## config.mk

```make
export PLATFORM = sky130hd
export DESIGN_NAME = hbra_top
export DESIGN_NICKNAME = d
export VERILOG_FILES = /design/src/design/hbra_pkg.sv /design/src/design/hbra_top.sv
export SDC_FILE = /design/constraint.sdc
export NUM_CORES = 1
export LEC_CHECK = 0
export BUFFER_PORTS_ARGS = -buffer_cell sky130_fd_sc_hd__buf_2
export CORE_ASPECT_RATIO = 1.75
export CORE_MARGIN = 3
export CORE_UTILIZATION = 46
export DETAILED_ROUTE_END_ITERATION = 8
export HOLD_SLACK_MARGIN = 0.1
export MAX_ROUTING_LAYER = met4
export PLACE_DENSITY = 0.76
export SETUP_SLACK_MARGIN = 0.05
export SYNTH_ARGS = -nofsm -noshare
export SYNTH_HDL_FRONTEND = slang
export SYNTH_SLANG_ARGS = --single-unit
```

## constraint.sdc

```tcl
create_clock -name clk -period 1.6 [get_ports clk]
set_input_delay 0 -clock clk [delete_from_list [all_inputs] [get_ports clk]]
set_output_delay 0 -clock clk [all_outputs]
set_load 0.01 [all_outputs]
```

## src/design/hbra_pkg.sv

```systemverilog
/*
 * hbra_pkg: constants and carrier types for the host bus register access
 * block. Assumes a 10 MHz system clock sampling the asynchronous bus.
 */
package hbra_pkg;

    localparam int unsigned CLK_PERIOD_NS   = 100;
    // write setup time for the slow line parameter / transmit data targets
    localparam int unsigned SLOW_SETUP_NS   = 300;
    localparam int unsigned SLOW_SETUP_CYC  =
        (SLOW_SETUP_NS + CLK_PERIOD_NS - 1) / CLK_PERIOD_NS;
    localparam logic [2:0]  SLOW_CNT_INIT   = 3'(SLOW_SETUP_CYC);

    // register select codes from address bits 02..01
    localparam logic [1:0]  SEL_CSR         = 2'h0;
    localparam logic [1:0]  SEL_RECEIVE_BUFFER_REG        = 2'h1;
    localparam logic [1:0]  SEL_TCR         = 2'h2;
    localparam logic [1:0]  SEL_MSR         = 2'h3;

    // bit positions within the bus word
    localparam int unsigned ADDR_BYTE_BIT   = 0;
    localparam int unsigned ADDR_SEL_LO     = 1;
    localparam int unsigned ADDR_MATCH_LO   = 3;
    localparam int unsigned ADDR_MATCH_HI   = 12;

    localparam logic [9:0]  BASE_ADDR_RST   = 10'h000;

    typedef enum logic [2:0] {
        HBRA_IDLE  = 3'b000,
        HBRA_ADDR  = 3'b001,
        HBRA_WAIT  = 3'b011,
        HBRA_REPLY = 3'b010,
        HBRA_DONE  = 3'b110
    } hbra_state_t;

    // asynchronous bus strobes, all active high after inversion
    typedef struct packed {
        logic sync;
        logic din;
        logic dout;
        logic wtbt;
        logic bs7;
        logic init;
    } hbra_strobe_t;

    // per-register write load pulses
    typedef struct packed {
        logic [3:0] load_hi;
        logic [3:0] load_lo;
    } hbra_load_t;

endpackage : hbra_pkg

```

## src/design/hbra_top.sv

```systemverilog
/*
 * hbra_top: bus-slave I/O control between the host's multiplexed async
 * address/data bus and the device registers: address latch, byte select,
 * read mux and transceiver control, reply timing, vector reply, init.
 * Assumes active-low bus pins are inverted outside and that register
 * contents, the vector request and the master clear bit come from
 * neighbouring logic on the same clock.
 */
// Functional notes
// - only address bits 00..02 pick the register and byte
// - reads are whole words; writes are byte or word
// - bits 02..01 select one of four registers and steer read mux
// - sync leading edge latches device match and address bits 00..02
// - word write selects both bytes; byte write uses address bit 00
// - load pulses only while data-out is asserted
// - transceiver direction from two read controls; outbound alone never
// - data-in in selected cycle drives read controls then reply
// - reply drops when host negates data-in
// - sync negated releases selects and read controls
// - slow register writes delay reply for 300 ns setup
// - host drops data-out after reply; device then drops reply
// - sync negated at write end drops register and byte selects
// - vector request answers with reply without sync or match
// - init out both polarities from bus init or master clear
// - device match needs bank select and address bits 03..12 equal base
`timescale 1ns/10ps
`default_nettype none

module hbra_top
    import hbra_pkg::*;
(
    input  wire logic         clk,
    input  wire logic         nrst,
    input  wire logic         clk_en,
    input  wire hbra_strobe_t bus_strobe,
    input  wire logic [15:0]  bus_dal_in,
    input  wire logic [9:0]   base_addr,
    input  wire logic         slow_lpr_sel,
    input  wire logic [15:0]  reg_rd_data [4],
    input  wire logic         vector_request,
    input  wire logic         master_clear,
    output logic [15:0]       bus_dal_out,
    output logic              bus_dal_oe,
    output logic              bus_reply,
    output logic [1:0]        reg_select,
    output logic              high_byte_select,
    output logic              low_byte_select,
    output hbra_load_t        load,
    output logic              lpr_load,
    output logic              tdr_load,
    output logic              read_path_enable,
    output logic              transceiver_outbound,
    output logic [15:0]       int_data,
    output logic              module_init,
    output logic              module_init_n
);

    ////////////////////////////////////////////////////////////////////////
    // strobe synchronisers: three stages, change accepted when 2 and 3 agree

    hbra_strobe_t s1_r;
    hbra_strobe_t s2_r;
    hbra_strobe_t s3_r;
    hbra_strobe_t stb_r;
    logic [15:0]  dal2_r;
    logic [15:0]  dal1_r;

    always_ff @(posedge clk or negedge nrst)
    begin
        if (!nrst)
        begin
            s1_r   <= '0;
            s2_r   <= '0;
            s3_r   <= '0;
            dal1_r <= 16'h0000;
            dal2_r <= 16'h0000;
        end
        else if (clk_en)
        begin
            s1_r   <= bus_strobe;
            s2_r   <= s1_r;
            s3_r   <= s2_r;
            dal1_r <= bus_dal_in;
            dal2_r <= dal1_r;
        end
    end

    // filtered strobe: per bit, update only when stages 2 and 3 agree
    genvar gi;
    generate
        for (gi = 0; gi < $bits(hbra_strobe_t); gi++)
        begin : g_filt
            always_ff @(posedge clk or negedge nrst)
            begin
                if (!nrst)
                    stb_r[gi] <= 1'b0;
                else if (clk_en && (s2_r[gi] == s3_r[gi]))
                    stb_r[gi] <= s3_r[gi];
            end
        end
    endgenerate

    ////////////////////////////////////////////////////////////////////////
    // initialisation

    always_ff @(posedge clk or negedge nrst)
    begin
        if (!nrst)
            module_init <= 1'b1;
        else if (clk_en)
            module_init <= stb_r.init | master_clear;
    end
    assign module_init_n = ~module_init;

    logic rst_int;
    assign rst_int = module_init;

    ////////////////////////////////////////////////////////////////////////
    // address latch on sync leading edge

    logic        sync_d_r;
    logic        match_r;
    logic [2:0]  addr_r;
    logic        match_now;

    // address is sampled two cycles ahead of the strobe path, which keeps it
    // aligned with the filtered sync edge while the host holds address time
    assign match_now = stb_r.bs7 &&
        (dal2_r[ADDR_MATCH_HI:ADDR_MATCH_LO] == base_addr);

    always_ff @(posedge clk or negedge nrst)
    begin
        if (!nrst)
        begin
            sync_d_r <= 1'b0;
            match_r  <= 1'b0;
            addr_r   <= 3'h0;
        end
        else if (clk_en)
        begin
            sync_d_r <= stb_r.sync;
            if (rst_int || !stb_r.sync)
            begin
                match_r <= 1'b0;
                addr_r  <= 3'h0;
            end
            else if (!sync_d_r)
            begin
                match_r <= match_now;
                addr_r  <= dal2_r[2:0];
            end
        end
    end

    assign reg_select = addr_r[2:ADDR_SEL_LO];

    ////////////////////////////////////////////////////////////////////////
    // byte selects, load pulses

    logic wr_active;
    assign wr_active = match_r && stb_r.sync && stb_r.dout;

    always_comb
    begin
        high_byte_select = 1'b0;
        low_byte_select  = 1'b0;
        if (wr_active)
        begin
            if (!stb_r.wtbt)
            begin
                high_byte_select = 1'b1;
                low_byte_select  = 1'b1;
            end
            else
            begin
                high_byte_select = addr_r[ADDR_BYTE_BIT];
                low_byte_select  = ~addr_r[ADDR_BYTE_BIT];
            end
        end
    end

    logic load_done_r;

    generate
        for (gi = 0; gi < 4; gi++)
        begin : g_load
            assign load.load_hi[gi] = !load_done_r && high_byte_select &&
                (reg_select == 2'(gi));
            assign load.load_lo[gi] = !load_done_r && low_byte_select &&
                (reg_select == 2'(gi));
        end
    endgenerate

    // line parameters share the select code of receive buffer on write,
    // transmit data shares that of modem status
    assign lpr_load = |load.load_lo[SEL_RECEIVE_BUFFER_REG] | load.load_hi[SEL_RECEIVE_BUFFER_REG];
    assign tdr_load = |load.load_lo[SEL_MSR] | load.load_hi[SEL_MSR];

    ////////////////////////////////////////////////////////////////////////
    // reply sequencer

    hbra_state_t state_r;
    logic [2:0]  wait_cnt_r;
    logic        slow_tgt;

    assign slow_tgt = (reg_select == SEL_RECEIVE_BUFFER_REG) ||
        (reg_select == SEL_MSR);

    always_ff @(posedge clk or negedge nrst)
    begin
        if (!nrst)
        begin
            state_r     <= HBRA_IDLE;
            wait_cnt_r  <= 3'h0;
            load_done_r <= 1'b0;
        end
        else if (clk_en)
        begin
            if (rst_int)
            begin
                state_r     <= HBRA_IDLE;
                load_done_r <= 1'b0;
            end
            else
            begin
                case (state_r)
                    HBRA_IDLE:
                        if (match_r && stb_r.din)
                            state_r <= HBRA_REPLY;
                        else if (wr_active)
                        begin
                            wait_cnt_r <= SLOW_CNT_INIT;
                            state_r    <= slow_tgt ? HBRA_WAIT
                                                   : HBRA_ADDR;
                        end
                    HBRA_ADDR:
                    begin
                        load_done_r <= 1'b1;
                        state_r     <= HBRA_REPLY;
                    end
                    HBRA_WAIT:
                        if (wait_cnt_r <= 3'h1)
                        begin
                            load_done_r <= 1'b1;
                            state_r     <= HBRA_REPLY;
                        end
                        else
                            wait_cnt_r <= wait_cnt_r - 3'h1;
                    HBRA_REPLY:
                        if (!stb_r.din && !stb_r.dout)
                            state_r <= HBRA_DONE;
                    HBRA_DONE:
                        if (!stb_r.sync)
                        begin
                            load_done_r <= 1'b0;
                            state_r     <= HBRA_IDLE;
                        end
                    default:
                        state_r <= HBRA_IDLE;
                endcase
            end
        end
    end

    assign bus_reply = (state_r == HBRA_REPLY) || vector_request;

    ////////////////////////////////////////////////////////////////////////
    // read path and transceivers

    logic rd_active;
    assign rd_active = match_r && stb_r.sync && stb_r.din &&
        (state_r == HBRA_REPLY || state_r == HBRA_IDLE);

    // both controls rise and fall together so outbound alone cannot occur
    assign read_path_enable     = rd_active;
    assign transceiver_outbound = rd_active;
    assign bus_dal_oe           = rd_active;

    always_ff @(posedge clk or negedge nrst)
    begin
        if (!nrst)
        begin
            bus_dal_out <= 16'h0000;
            int_data    <= 16'h0000;
        end
        else if (clk_en)
        begin
            bus_dal_out <= reg_rd_data[reg_select];
            int_data    <= dal2_r;
        end
    end

endmodule // hbra_top

`default_nettype wire

```

# After elaboration in Yosys (flattened, before gate mapping)
# Index checks and enable logic that the tools add are counted.
# word_totals
inputBits	102
ff_bits	101
output_inout_bits	52
# op_classes
eq_ne	22
reduce_logical	39
bitwise_logic	6
n_mux	27
n_lt_le_gt_ge	2
add_sub_neg	1
# op_table
op	n
$mux W3	11
$bmux W16 S2	1
$mux W16	2
$logic_and A1 B1 Y1	23
$pmux W3 S5	1
$eq A10 B10 Y1	1
$mux W1	9
$ne A3 B3 Y1 const B	3
$eq A1 B1 Y1	6
$eq A3 B2 Y1 const B	2
$ne A2 B2 Y1 const B	3
$pmux W3 S2	1
$reduce_and A6 Y1	1
$reduce_and A5 Y1	1
$eq A2 B2 Y1 const B	2
$logic_not A1 Y1	4
$logic_or A1 B1 Y1	4
$ne A4 B4 Y1 const B	1
$reduce_and A4 Y1	1
$reduce_bool A4 Y1	1
$eq A3 B1 Y1 const B	1
$eq A3 B3 Y1 const B	1
$ge A3 B3 Y1 const B	1
$le A3 B1 Y1 const B	1
other kinds (12)	15

# Depth between registers and ports, before layout
# Gate-level depths: netlist (run 1).
# logic_depth
ltp_word	7
mapped_depth	6
mapped_depth_nobuf	6

# Worst setup path before layout (run 1)
# OpenSTA, ideal clock, no wires.
# synth_path
path_kind	register -> register
startpoint	register wait_cnt_r[1]
endpoint	register state_r[1]
stages_incl_launch_ff	7
path_slack_ns	0.099
period_less_slack_ns	1.501
setup_time_ns	0.128
t_arrival_ns	1.373
path_cell_list	dfrtp_1 -> inv_1 -> ha_1 -> o21ba_2 -> o211ai_1 -> nand4_1 -> mux2_1
# synth_between
elab_chain_len	3
# synth_rtl
item	line	rtl
start: declaration	hbra_top.sv:203	logic [2:0] wait_cnt_r;
start signal: assignment	hbra_top.sv:248	wait_cnt_r <= wait_cnt_r - 3'h1;
$le A3 B1 Y1	hbra_top.sv:242	if (wait_cnt_r <= 3'h1)
$ne A3 B3 Y1 (no line)	--	
$reduce_and A5 Y1 (no line)	--	
end signal: assignment	hbra_top.sv:233	state_r <= slow_tgt ? HBRA_WAIT
end: declaration	hbra_top.sv:202	hbra_state_t state_r;
# Every way passes these cells.
# A chain may end at the register's enable or synchronous reset.

# Worst setup path in the final report (run 1)
# Ends and elaborated chain as after synthesis.

==> results of run 1 <==
## power groups by stage
stage                     clock network, mW  registers [mW]  logic, mW
after floorplan                           0            3.43       1.06
after global placement                    0            3.40       1.70
after detailed placement                  0            3.44       1.76
after CTS                              2.24            3.40       1.93
after global routing                   2.38            3.47       2.25
final                                  2.20            3.40       2.08
## through the flow
step / cells / setup slack, ns / setup TNS, ns / hold slack [ns]
final: 676 / 0.03729 / 0 / 0.1178
after global routing: 675 / -0.05315 / -0.08779 / 0.1150
after CTS: 664 / 0.03276 / 0 / 0.1087
after detailed placement: 620 / 0.02247 / 0 / -0.01295
after global placement: 620 / 0.07043 / 0 / -0.02056
after floorplan: 348 / 0.09910 / 0 / -0.2956
## registers in the layout, summed over array words and instances (netlist names)
signal	cells
s1_r	6
state_r	3
load_done_r	1
s2_r	6
match_r	1
wait_cnt_r	3
bus_dal_out	16
dal2_r	16
sync_d_r	1
addr_r	3
stb_r	6
dal1_r	16
s3_r	6
module_init	1
int_data	16
## metal layers
layer	part of all wire [%]	routed length [microns]	vias to the layer above
met5	0	0	-
met4	2.9	329	0
met3	4.8	552	26
met2	54	6203	127
met1	38	4351	1794
li1	-	-	1662
## cell usage after synthesis, types with 2 or more instances
cell type    n
mux4_2      15
o21ai_0     24
nor2_1      11
dfrtp_1    100
nand2_1     14
xor2_1       5
inv_1       12
or2_2        3
nand4_1      4
clkbuf_1     2
nor3_1       5
o211ai_1     2
xnor2_1      5
nand3_1      3
nand2b_1     2
buf_4        5
mux2_4      10
nor2b_1      2
buf_6        2
a22o_1       4
mux2_2      67
nor4_1       2
buf_2       10
a21oi_1     11
ha_1         2
a2bb2oi_1    2
## worst paths after layout
kind	start	end	slack, ns
worst min-delay path	reg_rd_data[8]	bus_dal_out[8]$_DFFE_PN0P_	0.12
max in group asynchronous	nrst	module_init$_DFFE_PN1P_	0.77
worst max register to register	wait_cnt_r[1]$_DFFE_PN0P_	state_r[1]$_DFFE_PN0P_	0.04
worst min register to register	dal1_r[13]$_DFFE_PN0P_	dal2_r[13]$_DFFE_PN0P_	0.50
min in group asynchronous	nrst	dal2_r[13]$_DFFE_PN0P_	0.21
worst max-delay path	wait_cnt_r[1]$_DFFE_PN0P_	state_r[1]$_DFFE_PN0P_	0.04
## tightest hold or removal path: stages
cell and delay [ns]:
buf_2 0.07, mux4_2 0.21, mux2_4 0.14
## layout make-up
cell class	count	area (sq um)	share of cell area, %
diodes	1	2.502	0.03890
clock buffers	12	246.5	3.832
clock inverters	4	55.05	0.8559
inverters	13	48.80	0.7586
multi-input cells	213	2074	32.25
flip-flops and latches	101	2535	39.41
well taps	125	156.4	2.431
repair buffers	207	1314	20.42
## timing repair
action / CTS / global route
pin swaps: 2 / 3
resized for setup: 12 / 18
cloned: 0 / 1
endpoints found under the setup margin: 20 / 25
setup buffers: 4 / 10
hold endpoints to repair: 123 / 0
hold buffers: 24 / 0
## logic make-up after synthesis
family,Yosys count
AO/OA/AOI/OAI,54
multiplexers,95
flip-flops,101
buffers and inverters,34
adder cells (fa/ha/maj),2
XOR/XNOR,10
AND/OR/NAND/NOR,52
==> flow_metrics.env, run 1 <==
export IMPL_clkTransAtPathRegs_ns=0.07
export IMPL_grt_max_degree=47
export IMPL_synth_edf_count=0
export IMPL_clk_latency_ns=0.34
export IMPL_tightestPinTransition_ns=0.6457
export IMPL_grtUsageMet3_pct=2.767
export IMPL_synth_area_sq_um=4725
export IMPL_synth_compound_area_share_pct=7.150
export IMPL_drv_slew=0
export IMPL_portBuffers=152
export IMPL_synth_fp_nets=452
export IMPL_syn_avg_cell_area_sq_um=13.58
export IMPL_maxCapViolations=0
export IMPL_synth_xor_area_share_pct=1.854
export IMPL_synth_cell_types=50
export IMPL_cp_arrival_ns=1.78
export IMPL_dieArea_sq_um=11570
export IMPL_cts_root_buf="clkbuf_16"
export IMPL_maxSlewHeadroom_pct=56.35
export IMPL_mostFrequentLayoutCells="buf_2, dfrtp_1, mux2_2"
export IMPL_synth_seq_cells=101
export IMPL_cp_top_family="flip-flops"
export IMPL_pwr_share_seq_pct=44.3
export IMPL_max_stage_delay_ns=0.40
export IMPL_cp_cell_sequence="inv_2 > ha_4 > o21ba_4 > o211ai_1 > nand4_1 > mux2_4"
export IMPL_synth_area_leader_cell="dfrtp_1"
export IMPL_p_total_mw=7.678
export IMPL_worstPathMaxFanout=3
export IMPL_start_util_pct=47.39
export IMPL_gp_congestion=0.8021
export IMPL_p_comb_share_pct=27.1
export IMPL_grt_overflow_total=0
export IMPL_grt_pass1_vias=3616
export IMPL_period_share_pct=97.67
export IMPL_cts_path_max_buffers=2
export IMPL_drive_above_1_share_pct=57.45
export IMPL_numCtsBuffers=9
export IMPL_drc=0
export IMPL_cts_max_level=3
export IMPL_synthMuxAreaShare_pct=27.30
export IMPL_cts_sinks=101
export IMPL_num_vias=3609
export IMPL_rsz0062_at_grt="true"
export IMPL_power_internal_mw=5.513
export IMPL_core_area_sq_um=9970
export IMPL_ant_nets=0
export IMPL_worstSetupPathType="flip-flop to flip-flop"
export IMPL_area_growth_pct=36.15
export IMPL_async_reset_ff_share_pct=100.0
export IMPL_die_h_microns=140.1
export IMPL_grt_busiest_layer="met2"
export IMPL_setup_viol=0
export IMPL_dr_pass1_iters=4
export IMPL_finish_instance_area_sq_um=6432
export IMPL_die_w_microns=82.61
export IMPL_dpl_hpwl_microns=8106
export IMPL_cts_tree="yes"
export IMPL_clkPwrFrac_pct=28.6
export IMPL_antenna_found_initial=0
export IMPL_via_per_inst=5.339
export IMPL_synth_adder_area_share_pct=0.5297
export IMPL_hold_depth=3
export IMPL_synth_flop_cell="dfrtp_1"
export IMPL_synth_cells=348
export IMPL_min_path_type="primary input to flip-flop"
export IMPL_r2r_cells=6
export IMPL_final_common_cell="buf_2"
export IMPL_grt_usage_pct=19.98
export IMPL_hold_viol_final=0
export IMPL_rows=48
export IMPL_yosysSeqAreaShare_pct=53.52
export IMPL_synth_area_leaders="dfrtp_1, mux2_2, mux4_2"
export IMPL_fillerInstances=779
export IMPL_p_leak_nw=2.983
export IMPL_crit_cells=6
export IMPL_use_met2_pct=33.97
export IMPL_grt_util_met1_pct=23.28
export IMPL_pin_count=154
export IMPL_fin_skew_ns=0.008743
export IMPL_status="finished, final reports clean"
export IMPL_first_iter_violations=225
export IMPL_grt_pass1_wl_microns=17470
export IMPL_wl_per_cell_microns=16.92
export IMPL_synth_top_family_by_area="multiplexers"
export IMPL_ys_warn_count=0
export IMPL_p_per_area_nw_per_um2=1194
export IMPL_synth_top_area_share_pct=52.97
export IMPL_layout_nets=649
export IMPL_wl_microns=11440
export IMPL_switchingPower_mw=2.165
export IMPL_period_needed_ns=1.563
export IMPL_switching_share_pct=28.20
export IMPL_cp_start_kind="flip-flop"
export IMPL_synth_simple_area_share_pct=5.614
export IMPL_worstSetupEndpointType="flip-flop"
export IMPL_peakVddDrop_mv=0.9190
export IMPL_cpMaxStageDelayCell="dfrtp_1"
export IMPL_final_core_utilization_pct=64.52
export IMPL_cp_required_ns=1.82
export IMPL_crit_buf_inv=1
export IMPL_fmax_mhz=639.9
export IMPL_placed_cell_area_sq_um=5663
Power figures use the tool's default switching activity.
==> inputs of run 2 (changes only) <==
--- a/config.mk
+++ b/config.mk
@@ -5,14 +5,17 @@
 export SDC_FILE = /design/constraint.sdc
 export NUM_CORES = 1
 export LEC_CHECK = 0
+export ABC_AREA = 1
 export BUFFER_PORTS_ARGS = -buffer_cell sky130_fd_sc_hd__buf_2
+export CELL_PAD_IN_SITES_DETAIL_PLACEMENT = 1
+export CELL_PAD_IN_SITES_GLOBAL_PLACEMENT = 1
 export CORE_ASPECT_RATIO = 1.75
 export CORE_MARGIN = 3
-export CORE_UTILIZATION = 46
+export CORE_UTILIZATION = 33
 export DETAILED_ROUTE_END_ITERATION = 8
 export HOLD_SLACK_MARGIN = 0.1
 export MAX_ROUTING_LAYER = met4
-export PLACE_DENSITY = 0.76
+export PLACE_DENSITY_LB_ADDON = 0.1
 export SETUP_SLACK_MARGIN = 0.05
 export SYNTH_ARGS = -nofsm -noshare
 export SYNTH_HDL_FRONTEND = slang
==> run 2 against run 1 <==
Effect of this change: hold slack worse by 0.015 ns; flip-flop and latch count stayed put; design area is 11% higher; critical path depth is 1 lower; synthesized cell count is 66% higher.
==> flow_metrics.env, run 2 <==
export IMPL_r2r_cells=7
export IMPL_cts_tree="yes"
export IMPL_worstSetupEndpointType="output pin"
export IMPL_finalSetupTns_ns=0
export IMPL_dp_cells=888
export IMPL_cp_arrival_ns=1.47
export IMPL_hold_depth=6
export IMPL_synth_area_leaders="dfrtp_1, nand2_1, o21ai_0"
export IMPL_start_util_pct=33.95
export IMPL_drive_above_1_share_pct=26.30
export IMPL_die_w_microns=96.88
export IMPL_synth_cell_types=32
export IMPL_synth_edf_count=0
export IMPL_cts_sinks=101
export IMPL_final_cell_count_no_fill=1009
export IMPL_synth_fp_nets=681
export IMPL_pwr_share_seq_pct=43.4
export IMPL_num_vias=4878
export IMPL_numCtsBuffers=9
export IMPL_cts_path_max_buffers=2
export IMPL_post_synth_top_count_cell="nand2_1"
export IMPL_p_comb_share_pct=20.9
export IMPL_critPathLaunch="addr_r[2]$_DFFE_PN0P_"
export IMPL_synth_seq_cells=101
export IMPL_period_share_pct=91.70
export IMPL_synth_area_sq_um=4770
export IMPL_p_leak_nw=3.564
export IMPL_grt_busiest_layer="met2"
export IMPL_multi_input_area_sq_um=1956
export IMPL_r2r_slack_ns=0.16
export IMPL_tightestPinTransition_ns=0.6765
export IMPL_hold_viol_final=0
export IMPL_min_path_type="primary input to flip-flop"
export IMPL_core_area_sq_um=14050
export IMPL_fillerInstances=1680
export IMPL_layout_nets=928
export IMPL_rows=57
export IMPL_grtUsageMet3_pct=3.762
export IMPL_p_per_area_nw_per_um2=1015
export IMPL_synthTopCellsByCount="nand2_1, dfrtp_1, o21ai_0"
export IMPL_r2r_start="match_r$_DFFE_PN0P_"
export IMPL_fmax_mhz=681.6
export IMPL_dpl_hpwl_microns=10240
export IMPL_drv_slew=0
export IMPL_dr_pass1_iters=4
export IMPL_area_sequential_sq_um=2531
export IMPL_wl_microns=16000
export IMPL_worstReg2RegEnd="state_r[0]$_DFFE_PN0P_"
export IMPL_grt_overflow_total=0
export IMPL_status="finished, final reports clean"
export IMPL_syn_avg_cell_area_sq_um=8.266
export IMPL_worstHoldStart="base_addr[7]"
export IMPL_area_growth_pct=49.11
export IMPL_grt_pass1_wl_microns=25910
export IMPL_die_h_microns=165.0
export IMPL_synth_cells=577
export IMPL_grt_pass1_vias=5295
export IMPL_worstSetupPathType="flip-flop to output pin"
export IMPL_cp_required_ns=1.60
export IMPL_switchingPower_mw=2.081
export IMPL_cts_root_buf="clkbuf_16"
export IMPL_period_needed_ns=1.467
export IMPL_fin_skew_ns=0.009294
export IMPL_yosysSeqAreaShare_pct=53.02
export IMPL_rsz0062_at_grt="false"
export IMPL_clk_latency_ns=0.34
export IMPL_worstPathMaxFanout=17
export IMPL_final_common_cell="nand2_1"
export IMPL_grt_util_met1_pct=21.27
export IMPL_maxCapViolations=0
export IMPL_use_met2_pct=37.23
export IMPL_via_per_inst=4.834
export IMPL_pin_count=154
export IMPL_clkPwrFrac_pct=35.8
export IMPL_drc=0
export IMPL_async_reset_ff_share_pct=100.0
export IMPL_dieArea_sq_um=15990
export IMPL_gp_congestion=0.8913
export IMPL_grt_max_degree=64
export IMPL_first_iter_violations=178
export IMPL_switching_share_pct=28.83
export IMPL_power_internal_mw=5.138
export IMPL_antenna_found_initial=1
export IMPL_synth_top_area_share_pct=52.47
export IMPL_whs_ns=0.1028
export IMPL_synth_flop_cell="dfrtp_1"
export IMPL_peakVddDrop_mv=0.4882
export IMPL_hold_end="match_r$_DFFE_PN0P_"
export IMPL_maxSlewHeadroom_pct=54.75
export IMPL_ant_nets=0
export IMPL_portBuffers=152
export IMPL_ys_warn_count=0
export IMPL_cts_max_level=3
export IMPL_finish_instance_area_sq_um=7112
export IMPL_cp_start_kind="flip-flop"
export IMPL_grt_usage_pct=20.53
export IMPL_mostFrequentLayoutCells="nand2_1, buf_2, dfrtp_1"
export IMPL_synth_area_leader_cell="dfrtp_1"
export IMPL_final_core_utilization_pct=50.62
export IMPL_setup_viol=0
export IMPL_placed_cell_area_sq_um=5694
export IMPL_clkTransAtPathRegs_ns=0.07
export IMPL_wl_per_cell_microns=15.86
run 2: cell count changes after synthesis, sizes merged, moves of 8 or more:
cell	before	now
nand3	3	12
inv	13	42
mux4	16	0
nand4	4	12
mux2	78	0
nand2	14	241
nor2	11	42
o21ai	24	49
run 2: area by class of cell:
type | count | area share [%]
clock buffers | 10 | 3.360
inverters | 43 | 2.305
flip-flops and latches | 101 | 35.59
multi-input cells | 406 | 27.50
well taps | 177 | 3.114
diodes | 3 | 0.1056
clock inverters | 6 | 1.654
repair buffers | 263 | 26.37
run 2: per-stage QoR:
| stage | power, mW | worst slack [ns] |
|---|---|---|
| after floorplan | 3.908 | 0.3495 |
| after global placement | 4.409 | 0.1869 |
| after detailed placement | 4.481 | 0.1501 |
| after CTS | 7.289 | 0.06490 |
| after global routing | 7.653 | 0.02859 |
| final | 7.219 | 0.1328 |
run 2: cells by family (layout without fill, tap and decap cells):
| family | after synthesis | in the layout | share of synthesized area, % |
|---|---|---|---|
| simple gates | 309 | 309 | 26.21 |
| flops | 101 | 101 | 53.02 |
| compound gates | 84 | 84 | 11.31 |
| buf+inv | 70 | 322 | 6.925 |
| xor+xnor | 11 | 11 | 2.020 |
| fa+ha+maj | 2 | 2 | 0.5246 |
| other cells | 0 | 3 | 0 |
run 2: worst max-delay path by stage:
stage	slack, ns	cells past startpoint	to
floorplan	0.35	2	read_path_enable
global placement	0.19	6	bus_dal_out[6]$_DFFE_PN0P_
global route	0.03	5	tdr_load
finish	0.13	5	load[0]
detailed placement	0.15	5	load[5]
CTS	0.06	5	tdr_load
run 2: power groups by stage:
stage	combinational [mW]	clock, mW	sequential [mW]
3_3_place_gp	1.26	0	3.15
3_5_place_dp	1.31	0	3.17
4_1_cts	1.51	2.66	3.12
5_1_grt	1.71	2.77	3.18
2_1_floorplan	0.752	0	3.16
6_report	1.51	2.58	3.13
run 2: layer usage:
metal	vias up	wire length [microns]
li1	2328	-
met1	2349	6102
met2	156	8624
met3	45	682
met4	0	591
met5	-	0
run 2: critical path: stages, from the launching register on:
cell and delay (ns):
dfrtp_1 0.47, nor2_2 0.13, buf_6 0.20, inv_1 0.08, nor2_1 0.11, buf_2 0.14
run 2: repair_timing:
| action | 4_1_cts | 5_1_grt |
|---|---|---|
| setup endpoints to repair | 10 | 12 |
| resized for setup | 6 | 7 |
| endpoints found under the hold margin | 140 | 0 |
| pin swaps | 2 | 1 |
| buffers inserted | 2 | 6 |
| gates cloned | 0 | 0 |
| hold buffers | 94 | 0 |
